**src/hw/sbw_pkg.sv**
```systemverilog
// constants and types for the seat belt and key warning controller
package sbw_pkg;
   // ==========================================================
   // time base
   localparam int unsigned CLK_HZ = 25000000;
   localparam int unsigned TICK_MS = 100;
   localparam int unsigned TICK_CYCLES = CLK_HZ / 1000 * TICK_MS;
   localparam int unsigned TICK_W = 22;
   // ==========================================================
   // warning durations, in ms and in ticks
   localparam int unsigned WARN_MS = 6000;
   localparam int unsigned PAT_OFF_MS = 24000;
   localparam int unsigned KEY_CYCLE_MS = 600;
   localparam int unsigned BELT_TONE_MS = 1000;
   localparam logic [8:0] WARN_TICKS = 9'(WARN_MS / TICK_MS);
   localparam logic [8:0] PAT_OFF_TICKS = 9'(PAT_OFF_MS / TICK_MS);
   localparam logic [8:0] KEY_CYCLE_TICKS = 9'(KEY_CYCLE_MS / TICK_MS);
   localparam logic [8:0] BELT_TONE_TICKS = 9'(BELT_TONE_MS / TICK_MS);
   localparam logic [3:0] PAT_REPEATS = 4'h a;
   // ==========================================================
   // speed thresholds in km/h
   localparam logic [7:0] SPEED_HIGH = 8'h0a;
   localparam logic [7:0] SPEED_LOW = 8'h05;
   localparam int unsigned SYNC_W = 5;
   // ==========================================================
   // seat belt states
   typedef enum logic [1:0] {
      SBW_IGN_OFF,
      SBW_BELTED,
      SBW_UNBELTED,
      SBW_PATTERN
   } sbw_state_t;
endpackage : sbw_pkg

```
**src/hw/sbw_tone.sv**
```systemverilog
// buzzer tone gate: square cycle that finishes its off phase before stopping
`timescale 1ns/1ps
`default_nettype none
module sbw_tone
   import sbw_pkg::*;
(
   // clock and reset
   input wire logic sys_clk,
   input wire logic rstn,
   // control
   input wire logic tick,
   input wire logic request,
   input wire logic [8:0] period,
   // tone gate
   output logic tone
);
   logic active;
   logic [8:0] count;
   logic next_active;
   logic [8:0] next_count;

   always_comb
   begin
      next_active = active;
      next_count = count;
      if (!active)
      begin
         if (request)
         begin
            next_active = 1'b1;
            next_count = 9'h000;
         end
      end
      else if (tick)
      begin
         if (count == period - 9'h001)
         begin
            // only stop at the end of an off phase, no clipped tone
            next_count = 9'h000;
            next_active = request;
         end
         else
         begin
            next_count = count + 9'h001;
         end
      end
   end

   always_ff @(posedge sys_clk or negedge rstn)
   begin
      if (!rstn)
      begin
         active <= 1'b0;
         count <= 9'h000;
      end
      else
      begin
         active <= next_active;
         count <= next_count;
      end
   end

   assign tone = active && (count < {1'b0, period[8:1]});
endmodule // sbw_tone
`default_nettype wire

```
**src/hw/sbw_warning.sv**
```systemverilog
// seat belt, overspeed pattern and key-left-in warning controller
`timescale 1ns/1ps
`default_nettype none
module sbw_warning
   import sbw_pkg::*;
(
   // clock and reset
   input wire logic sys_clk,
   input wire logic rstn,
   // vehicle inputs, asynchronous
   input wire logic ignition_run_input,
   input wire logic driver_belted,
   input wire logic driver_door_open,
   input wire logic key_inserted,
   input wire logic alt_charging,
   // speed in km/h, same clock domain
   input wire logic [7:0] vehicle_speed,
   // outputs
   output logic driver_lamp,
   output logic buzzer,
   output logic [1:0] belt_state
);
   // ==========================================================
   // input synchronisers: 3 flops, change taken once 2 and 3 agree
   logic [SYNC_W-1:0] raw_in;
   logic [SYNC_W-1:0] s1, s2, s3, filt;
   logic [SYNC_W-1:0] next_filt;
   assign raw_in = {ignition_run_input, driver_belted, driver_door_open,
                    key_inserted, alt_charging};

   always_comb
   begin
      next_filt = filt;
      for (int i = 0; i < SYNC_W; i++)
      begin
         if (s2[i] == s3[i])
            next_filt[i] = s3[i];
      end
   end

   always_ff @(posedge sys_clk or negedge rstn)
   begin
      if (!rstn)
      begin
         s1 <= '0;
         s2 <= '0;
         s3 <= '0;
         filt <= '0;
      end
      else
      begin
         s1 <= raw_in;
         s2 <= s1;
         s3 <= s2;
         filt <= next_filt;
      end
   end

   logic ign, belted, door, key, alt;
   assign {ign, belted, door, key, alt} = filt;

   // ==========================================================
   // time base
   logic [TICK_W-1:0] div;
   logic tick;
   logic [TICK_W-1:0] next_div;
   always_comb
   begin
      next_div = div + TICK_W'(1);
      if (div == TICK_W'(TICK_CYCLES - 1))
         next_div = '0;
   end
   assign tick = (div == TICK_W'(TICK_CYCLES - 1));

   always_ff @(posedge sys_clk or negedge rstn)
   begin
      if (!rstn)
         div <= '0;
      else
         div <= next_div;
   end

   // ==========================================================
   // seat belt state machine and 6 s timers
   sbw_state_t state, next_state;
   logic alt_q, next_alt_q;
   logic [8:0] lamp_t, next_lamp_t;   // bulb check / normal flashing
   logic [8:0] alt_lt, next_alt_lt;   // alternator lamp flashing
   logic [8:0] bz_t, next_bz_t;       // bulb check / normal buzzer
   logic [8:0] alt_bt, next_alt_bt;   // alternator buzzer
   logic [8:0] pat_t, next_pat_t;
   logic [4:0] pat_n, next_pat_n;
   logic pat_on, next_pat_on;
   logic pat_drain, next_pat_drain;
   logic alt_rise;
   assign alt_rise = alt && !alt_q;

   function automatic logic [8:0] dec(input logic [8:0] v, input logic t);
      dec = (t && v != 9'h000) ? v - 9'h001 : v;
   endfunction

   always_comb
   begin
      next_state = state;
      next_alt_q = alt;
      next_lamp_t = dec(lamp_t, tick);
      next_alt_lt = dec(alt_lt, tick);
      next_bz_t = dec(bz_t, tick);
      next_alt_bt = dec(alt_bt, tick);
      next_pat_t = dec(pat_t, tick);
      next_pat_n = pat_n;
      next_pat_on = pat_on;
      next_pat_drain = pat_drain;
      // pattern phase sequencing
      if (pat_on && tick && pat_t == 9'h001)
      begin
         if (pat_drain || pat_n == 5'h00)
         begin
            next_pat_on = 1'b0;
            next_pat_drain = 1'b0;
         end
         else if (pat_n[0] == 1'b0 && pat_n != 5'h00)
         begin
            next_pat_t = PAT_OFF_TICKS;
         end
      end
      unique case (state)
         SBW_IGN_OFF:
         begin
            if (ign)
            begin
               next_lamp_t = WARN_TICKS;
               if (belted)
                  next_state = SBW_BELTED;
               else
               begin
                  next_bz_t = WARN_TICKS;
                  if (alt)
                  begin
                     next_alt_lt = WARN_TICKS;
                     next_alt_bt = WARN_TICKS;
                  end
                  next_state = SBW_UNBELTED;
               end
            end
         end
         SBW_BELTED:
         begin
            if (!ign)
            begin
               next_lamp_t = 9'h000;
               next_alt_lt = 9'h000;
               next_state = SBW_IGN_OFF;
            end
            else if (!belted)
            begin
               next_lamp_t = WARN_TICKS;
               next_bz_t = WARN_TICKS;
               next_state = SBW_UNBELTED;
            end
            else if (alt_rise)
               next_alt_lt = WARN_TICKS;
         end
         SBW_UNBELTED:
         begin
            if (!ign)
            begin
               next_lamp_t = 9'h000;
               next_alt_lt = 9'h000;
               next_alt_bt = 9'h000;
               next_bz_t = 9'h000;
               next_pat_on = 1'b0;
               next_state = SBW_IGN_OFF;
            end
            else if (belted)
            begin
               next_lamp_t = 9'h000;
               next_bz_t = 9'h000;
               next_alt_bt = 9'h000;
               next_pat_on = 1'b0;
               next_state = SBW_BELTED;
            end
            else if (vehicle_speed >= SPEED_HIGH)
            begin
               // 21 phases counted 20 down to 0, even counts are on phases;
               // a pattern still draining is simply restarted
               next_pat_on = 1'b1;
               next_pat_drain = 1'b0;
               next_pat_t = WARN_TICKS;
               next_pat_n = 5'(2 * PAT_REPEATS);
               next_state = SBW_PATTERN;
            end
            else if (alt_rise)
            begin
               next_alt_lt = WARN_TICKS;
               next_alt_bt = WARN_TICKS;
            end
         end
         SBW_PATTERN:
         begin
            if (!ign || belted)
            begin
               next_pat_on = 1'b0;
               next_pat_drain = 1'b0;
               next_lamp_t = 9'h000;
               next_bz_t = 9'h000;
               next_alt_bt = 9'h000;
               if (!ign)
                  next_alt_lt = 9'h000;
               next_state = belted && ign ? SBW_BELTED : SBW_IGN_OFF;
            end
            else if (vehicle_speed <= SPEED_LOW)
            begin
               // an on phase is allowed to run out, an off phase ends now
               if (pat_on && pat_n[0] == 1'b1)
                  next_pat_on = 1'b0;
               else
                  next_pat_drain = 1'b1;
               next_state = SBW_UNBELTED;
            end
         end
      endcase
      // phase counter advances after the state decisions
      if (pat_on && next_pat_on && tick && pat_t == 9'h001 && !pat_drain)
      begin
         next_pat_n = pat_n - 5'h01;
         if (pat_n[0] == 1'b1)
            next_pat_t = WARN_TICKS;
      end
   end

   always_ff @(posedge sys_clk or negedge rstn)
   begin
      if (!rstn)
      begin
         state <= SBW_IGN_OFF;
         alt_q <= 1'b0;
         lamp_t <= 9'h000;
         alt_lt <= 9'h000;
         bz_t <= 9'h000;
         alt_bt <= 9'h000;
         pat_t <= 9'h000;
         pat_n <= 5'h00;
         pat_on <= 1'b0;
         pat_drain <= 1'b0;
      end
      else
      begin
         state <= next_state;
         alt_q <= next_alt_q;
         lamp_t <= next_lamp_t;
         alt_lt <= next_alt_lt;
         bz_t <= next_bz_t;
         alt_bt <= next_alt_bt;
         pat_t <= next_pat_t;
         pat_n <= next_pat_n;
         pat_on <= next_pat_on;
         pat_drain <= next_pat_drain;
      end
   end

   // ==========================================================
   // outputs
   logic pat_sound;  // pattern on phase: even remaining count is on
   assign pat_sound = pat_on && (pat_n[0] == 1'b0 || pat_drain);
   logic belt_req, speed_req, key_req;
   assign belt_req = bz_t != 9'h000 || alt_bt != 9'h000;
   assign speed_req = pat_sound;
   assign key_req = key && door && !ign;

   logic belt_tone, speed_tone, key_tone;
   sbw_tone u_belt_tone (.sys_clk(sys_clk), .rstn(rstn), .tick(tick),
      .request(belt_req), .period(BELT_TONE_TICKS), .tone(belt_tone));
   sbw_tone u_speed_tone (.sys_clk(sys_clk), .rstn(rstn), .tick(tick),
      .request(speed_req && !belt_req), .period(BELT_TONE_TICKS),
      .tone(speed_tone));
   sbw_tone u_key_tone (.sys_clk(sys_clk), .rstn(rstn), .tick(tick),
      .request(key_req && !belt_req && !speed_req),
      .period(KEY_CYCLE_TICKS), .tone(key_tone));

   logic next_lamp, next_buzzer;
   logic blink;
   assign blink = div[TICK_W-1];
   always_comb
   begin
      next_lamp = pat_sound ||
         ((lamp_t != 9'h000 || alt_lt != 9'h000) && blink);
      // fixed priority: belt over overspeed over key
      if (belt_tone)
         next_buzzer = 1'b1;
      else if (speed_tone)
         next_buzzer = !belt_req;
      else
         next_buzzer = key_tone && !belt_req && !speed_req;
   end

   always_ff @(posedge sys_clk or negedge rstn)
   begin
      if (!rstn)
      begin
         driver_lamp <= 1'b0;
         buzzer <= 1'b0;
         belt_state <= 2'h0;
      end
      else
      begin
         driver_lamp <= next_lamp;
         buzzer <= next_buzzer;
         belt_state <= 2'(state);
      end
   end
endmodule // sbw_warning
`default_nettype wire

```
**config.mk**
```make
export PLATFORM = sky130hd
export DESIGN_NAME = sbw_warning
export DESIGN_NICKNAME = d
export VERILOG_FILES = /design/src/hw/sbw_pkg.sv /design/src/hw/sbw_tone.sv /design/src/hw/sbw_warning.sv
export SDC_FILE = /design/constraint.sdc
export NUM_CORES = 1
export LEC_CHECK = 0
export BUFFER_PORTS_ARGS = -buffer_cell sky130_fd_sc_hd__buf_2
export CAP_MARGIN = 5
export CELL_PAD_IN_SITES_DETAIL_PLACEMENT = 0
export CELL_PAD_IN_SITES_GLOBAL_PLACEMENT = 1
export CORE_UTILIZATION = 36
export DETAILED_ROUTE_END_ITERATION = 12
export PLACE_DENSITY_LB_ADDON = 0.08
export SYNTH_ARGS = -nofsm -noshare
export SYNTH_HDL_FRONTEND = slang
export SYNTH_SLANG_ARGS = --single-unit
```
**constraint.sdc**
```tcl
create_clock -name sys_clk -period 3.6 [get_ports sys_clk]
set_clock_uncertainty 0.05 [all_clocks]
set_input_delay 0.36 -clock sys_clk [delete_from_list [all_inputs] [get_ports sys_clk]]
set_output_delay 0.36 -clock sys_clk [all_outputs]
set_load 0.05 [all_outputs]
```
== Word-level counts from Yosys, hierarchy flattened ==
Index checks and enable logic that the tools add are counted.
Storage, ports and cells
  word-level logic and storage cells: 232
  bits in writable memories: 0
  bits in read-only memories: 0
  bits in registers: 131
  bits in latches: 0
  memories kept: 0
  input port bits: 15
Operators by class
  add/subtract/negate cells: 10
  reductions and logical operators: 58
  shifts and indexed selects: 0
  bitwise gates (word level): 1
  multipliers: 0
  magnitude comparators: 5
  multiplexer cells: 109
  divide/modulo/power cells: 0
  equal/unequal tests: 21
Operators with widths (count)
  two-way mux 9 bit: 56
  case mux 9 bit (4 select lines): 2
  case mux 9 bit (3 select lines): 2
  nonzero test 9 bit: 5
  subtractor 9 x 1 -> 9 bit, second input constant: 5
  two-way mux 1 bit: 31
  adder 9 x 1 -> 9 bit, second input constant: 3
  logical AND 1 bit: 27
  two-way mux 5 bit: 5
  adder 22 x 1 -> 22 bit, second input constant: 1
  equality test 22 bit, second input constant: 1
  two-way mux 22 bit: 1
  equality test 9 x 4 -> 1 bit, second input constant: 2
  < comparator 9 x 3 -> 1 bit, second input constant: 2
  two-way mux 2 bit: 9
  nonzero test 2 bit: 6
  equality test 9 x 1 -> 1 bit, second input constant: 1
  equality test 9 x 3 -> 1 bit, second input constant: 1
  < comparator 9 x 2 -> 1 bit, second input constant: 1
  >= comparator 8 x 4 -> 1 bit, second input constant: 1
  <= comparator 8 x 3 -> 1 bit, second input constant: 1
  != test 2 bit, second input constant: 4
  case mux 2 bit (4 select lines): 1
  AND reduction 4 bit: 2
  other kinds (16): 34

== Longest topological paths before layout ==
  depth after elaboration: 14
  depth in mapped cells: 10

== Hierarchy ==
Synthesis repeated with hierarchy kept, for this count alone.
Second synthesis, totals
  cell total of the unflattened synthesis: 849
  area, all modules: 7905.1 um2
By module, submodules not included
  sbw_warning: area an instance 4849.7 um2, cells each 477, seq. area each 2527.4 um2, instances 1
  sbw_tone: area an instance 1018.5 um2, cells each 124, seq. area each 250.2 um2, instances 3

== Worst setup path before layout ==
Ideal clock, no wire load.
  path kind: input-to-reg
  start: in vehicle_speed[7]
  end: reg pat_t[4]
  cell stages on the path: 5
  buffers on the path: 0
  slack: 1.356 ns
  arrival time: 2.063 ns
  path through: or4_4 > or4_4 > a31oi_4 > o31ai_2 > or3_1
On the way
  word-level cells in the longest chain between the ends: 10
  elaborated cells between the ends (all ways): 18
Ends and longest elaborated chain
  from (decl): RTL line sbw_warning.sv:17  | input wire logic [7:0] vehicle_speed,
  >= comparator 8 x 4 -> 1 bit: RTL line sbw_warning.sv:183  | else if (vehicle_speed >= SPEED_HIGH)
  two-way mux 1 bit: RTL line sbw_warning.sv:183
  two-way mux 1 bit: RTL line sbw_warning.sv:175  | else if (belted)
  two-way mux 1 bit: RTL line sbw_warning.sv:166  | if (!ign)
  case mux 1 bit (2 select lines): RTL line sbw_warning.sv:127  | unique case (state)
  logical AND 1 bit (4 in series): RTL line sbw_warning.sv:224  | if (pat_on && next_pat_on && tick && pat_t == 9'h001 && !pat_drain)
  two-way mux 9 bit *: RTL line sbw_warning.sv:224
  named net next_pat_t[4]: RTL line sbw_warning.sv:91  | logic [8:0] pat_t, next_pat_t;
  to (signal assigned): RTL line sbw_warning.sv:255  | pat_t <= next_pat_t;
  to (decl): RTL line sbw_warning.sv:91
The timed path passes the listed nets; every way through them passes the cells marked *.
A chain may end at the register's enable or synchronous reset.

== Worst setup path in the final report ==
  start: reg div[9]
  end: reg lamp_t[4]
On the way
  word-level cells in the longest chain between the ends: 6
  elaborated cells between the ends (all ways): 10
Ends and longest elaborated chain
  from (decl): RTL line sbw_warning.sv:64  | logic [TICK_W-1:0] div;
  from (signal assigned): RTL line sbw_warning.sv:80  | div <= next_div;
  equality test 22 bit *: RTL line sbw_warning.sv:73  | assign tick = (div == TICK_W'(TICK_CYCLES - 1));
  logical AND 1 bit *: RTL line sbw_warning.sv:99  | dec = (t && v != 9'h000) ? v - 9'h001 : v;
  two-way mux 9 bit *: RTL line sbw_warning.sv:99
  two-way mux 9 bit (on tied branches): RTL line sbw_warning.sv:175, sbw_warning.sv:155
  two-way mux 9 bit (on tied branches): RTL line sbw_warning.sv:166, sbw_warning.sv:149
  case mux 9 bit (4 select lines) *: RTL line sbw_warning.sv:127
  named net next_lamp_t[4]: RTL line sbw_warning.sv:87  | logic [8:0] lamp_t, next_lamp_t;
  to (signal assigned): RTL line sbw_warning.sv:251  | lamp_t <= next_lamp_t;
  to (decl): RTL line sbw_warning.sv:87
Marked as above.

==> results.tsv <==
stage	metric	value	unit
layout	most frequent cells in the layout	dfrtp_1, nand2_1, nor2_1	
grt	gr usage total	17.83	%
worst_hold_path	Worst Hold Class	in -> reg	
grt	largest net degree at the start of global routing	90	
clock_network	Post-CTS Setup Bufs	0	
layout	commonest non-fill, non-tap cell in the layout	dfrtp_1	
critical_path	Critical Path Sink	lamp_t[4]	
yosys	dominant cells by area after synthesis	dfrtp_1, nand3_1, nand2_1, nor2_1, xor2_1	
pwr	Pint	2.758	mW
layout	P&R area growth vs syn	14.19	%
yosys	syn_nets	751	
pwr	Sw Pwr	1.143	mW
critical_path	WS Path Type	reg -> reg	
floorplan	die height	140.1	um
routing	first-pass detailed-route iteration total	5	
sta	worst slew pin tran	895.2	ps
critical_path	R2R Setup Slk	850	ps
clock_network	CTS clk-pin slew, worst paths	60	ps
floorplan	die area	19640	sq um
critical_path	CP peak stage delay	620	ps
outcome	outcome	finished clean	
placement	final RePlAce weighted congestion	0.7690	
pwr	leak pwr	3.239	nW
critical_path	Crit. End Element	flip-flop	
sta	setup TNS	0	ps
layout	Antenna diodes	0	
placement	DP Wirelength	11360	um
yosys	number of enable flip-flop cells after synthesis	0	
yosys	register area share after synthesis	47.71	%
critical_path	reg2reg start	div[9]	
clock_network	clk sinks	131	
yosys	Yosys reg bits	131	
critical_path	CP Max Fanout	11	
sta	highest clock rate	363.7	MHz
yosys	main flop type after synthesis	dfrtp_1	
clock_network	H-tree depth	4	
yosys	syn_area_per_cell	9.542	sq um
clock_network	post_cts resized	0	
yosys	Ys Warns	0	
critical_path	Slowest-stage cell, CP	or4b_2	
clock_network	clk_lat worst skew	430	ps
grt	vias in the first global route	5389	
critical_path	Worst Path Arrival	3060	ps
layout	# nets final	780	
critical_path	CP required	3910	ps
floorplan	Core Area	18710	sq um
clock_network	Root Buffer	clkbuf_16	
sta	Final Hold Viols	0	
pwr	Max VDD drop	0.2850	mV
critical_path	CP bufs+invs	1	
critical_path	crit path launch	div[9]	
yosys	dominant cell type by area after synthesis	dfrtp_1	
critical_path	CP Cell Sequence	nand4bb_1, nor2_1, buf_4, nand3_1, or4b_2, nand3_1	
sta	final worst path period need	2750	ps
sta	Final setup viols	0	
yosys	Syn Inst Count	720	
grt	initial antenna violation count	0	
yosys	Unique masters post-synth	69	
critical_path	RR Endpoint	lamp_t[4]	
sta	Slew Limit Fails	0	
pwr	logic gate share of total power	12.9	%
sta	unrepaired setup endpoints after global routing	no	
clock_network	CTS Buf Count	17	
floorplan	die width	140.1	um
floorplan	I/O pin count	19	
layout	share of cells above drive strength 1	9.843	%
flow_run	Max Cap Viol	0	
routing	Avg Vias per Cell	5.425	
floorplan	initial core utilization	36.73	%
sta	Slew headroom	40.32	%
grt	Congestion Overflow GR	0	
critical_path	family with the most delay on the worst path	simple AND/OR/NAND/NOR gates	
routing	# DRC	0	
critical_path	Worst path most repeated cell	nand3_1	
clock_network	CTS tree	yes	
routing	initial DRC count	247	
yosys	proportion of netlist area held by the largest area contributor	47.71	%
pwr	clock share of power	42.8	%
grt	first-pass GRT wire length	27580	um
routing	detailed-route via count	5403	
clock_network	CTS max path bufs	2	
sta	Tcrit/Tclk final	76.38	%
layout	# fillers	1843	
pwr	P per Cell Area	497.2	nW/um^2
routing	average wire per standard cell	16.23	um
layout	utilization after layout	41.94	%
critical_path	Startpoint Class	flip-flop	
routing	Post-Route WL	16170	um
placement	port bufs	17	
critical_path	Worst R2R Path Depth	6	
floorplan	row cnt	50	
routing	antenna viol nets, final	0	
critical_path	number of cells on the critical path	6	
pwr	Seq pwr share	44.3	%
yosys	asr flop ratio synth	100.0	%
pwr	switch share	29.30	%
yosys	mapped cell area	6870	sq um
==> tightest hold or removal path: stages <==
cell and delay (ps):
buf_2 90, nor4_1 80, nand2_1 80, o22ai_1 70
==> power groups by stage <==
stage / clock (mW) / sequential (mW) / combinational [mW]
2_1_floorplan: 0 / 1.72 / 0.351
3_3_place_gp: 0 / 1.75 / 0.497
3_5_place_dp: 0 / 1.75 / 0.502
4_1_cts: 1.72 / 1.73 / 0.514
5_1_grt: 1.78 / 1.75 / 0.577
6_report: 1.67 / 1.73 / 0.504
==> routing by layer <==
| metal | GRT usage [%] | part of all wire [%] | vias to the layer above | wire, um |
|---|---|---|---|---|
| li1 | - | - | 2656 | - |
| met1 | 23.15 | 49 | 2687 | 7932 |
| met2 | 30.16 | 48 | 52 | 7831 |
| met3 | 3.624 | 1.7 | 8 | 271 |
| met4 | 4.800 | 0.82 | 0 | 132 |
| met5 | 0 | 0 | - | 0 |
==> worst min-delay path by stage <==
stage	start	endpoint	slack, ps	cells past startpoint
after global placement	s1[2]	s2[2]	280	0
after CTS	vehicle_speed[4]	pat_drain	240	4
after detailed placement	s1[1]	s2[1]	280	0
after global routing	vehicle_speed[4]	pat_drain	290	4
final	vehicle_speed[4]	pat_drain	250	4
after floorplan	rstn	alt_bt[0]	10	0
==> sequential cells by signal, summed over array words and instances (netlist names) <==
signal and cells:
s1 5, u_key_tone.count 9, lamp_t 9, bz_t 9, filt 5, pat_n 5
pat_on 1, state 2, s3 5, u_belt_tone.count 9, pat_t 9, u_key_tone.active 1
alt_lt 9, buzzer 1, s2 5, belt_state 2, u_speed_tone.count 9, u_speed_tone.active 1
alt_q 1, pat_drain 1, div 22, driver_lamp 1, alt_bt 9, u_belt_tone.active 1
==> repair_timing <==
item,4_1_cts,5_1_grt
endpoints found under the hold margin,10,0
hold buffers,6,0
endpoints found under the setup margin,0,0
==> kinds of logic (layout without fill, tap and decap cells) <==
kind of cell	count (synthesis)	in the layout	share of synthesized area [%]
AOI/OAI and AO/OA	119	119	11.49
xor gates and xnor gates	47	47	5.992
adders and majority gates	25	25	4.225
buffers and inverters	52	94	3.242
DFF	131	131	47.71
muxes	5	5	0.7831
and+or+nand+nor	341	341	26.55
==> Yosys cell counts, types with 8 or more instances <==
cell and number:
a21oi_1 24, and3_1 10, and4_1 11, clkbuf_1 12, dfrtp_1 131, ha_1 16, inv_1 32, maj3_1 9
nand2_1 71, nand2b_1 8, nand3_1 56, nand4_1 22, nor2_1 62, nor2b_1 8, nor3_1 22, nor3b_1 8
nor4_1 14, o21ai_0 37, or4_1 8, xnor2_1 22, xor2_1 25
==> area by class of cell <==
class                   count  area [sq um]  area share, %
repair buffers             30         216.5          2.759
clock inverters            14         128.9          1.643
inverters                  32         120.1          1.531
clock buffers              18         439.2          5.598
multi-input cells         537          3369          42.95
flip-flops and latches    131          3278          41.79
well taps                 234         292.8          3.732
==> through the flow <==
step | std cells | cell area, sq um | setup WS [ps] | hold WS, ps | power [mW]
2_1_floorplan | 720 | 6870 | 1356 | 14.41 | 2.070
3_3_place_gp | 958 | 7217 | 901.8 | 283.5 | 2.246
3_5_place_dp | 958 | 7217 | 845.6 | 284.7 | 2.255
4_1_cts | 996 | 7845 | 829.9 | 240.1 | 3.963
5_1_grt | 996 | 7845 | 693.9 | 290.8 | 4.110
6_report | 996 | 7845 | 850.4 | 253.4 | 3.901
(Power assumes the default switching activity.)
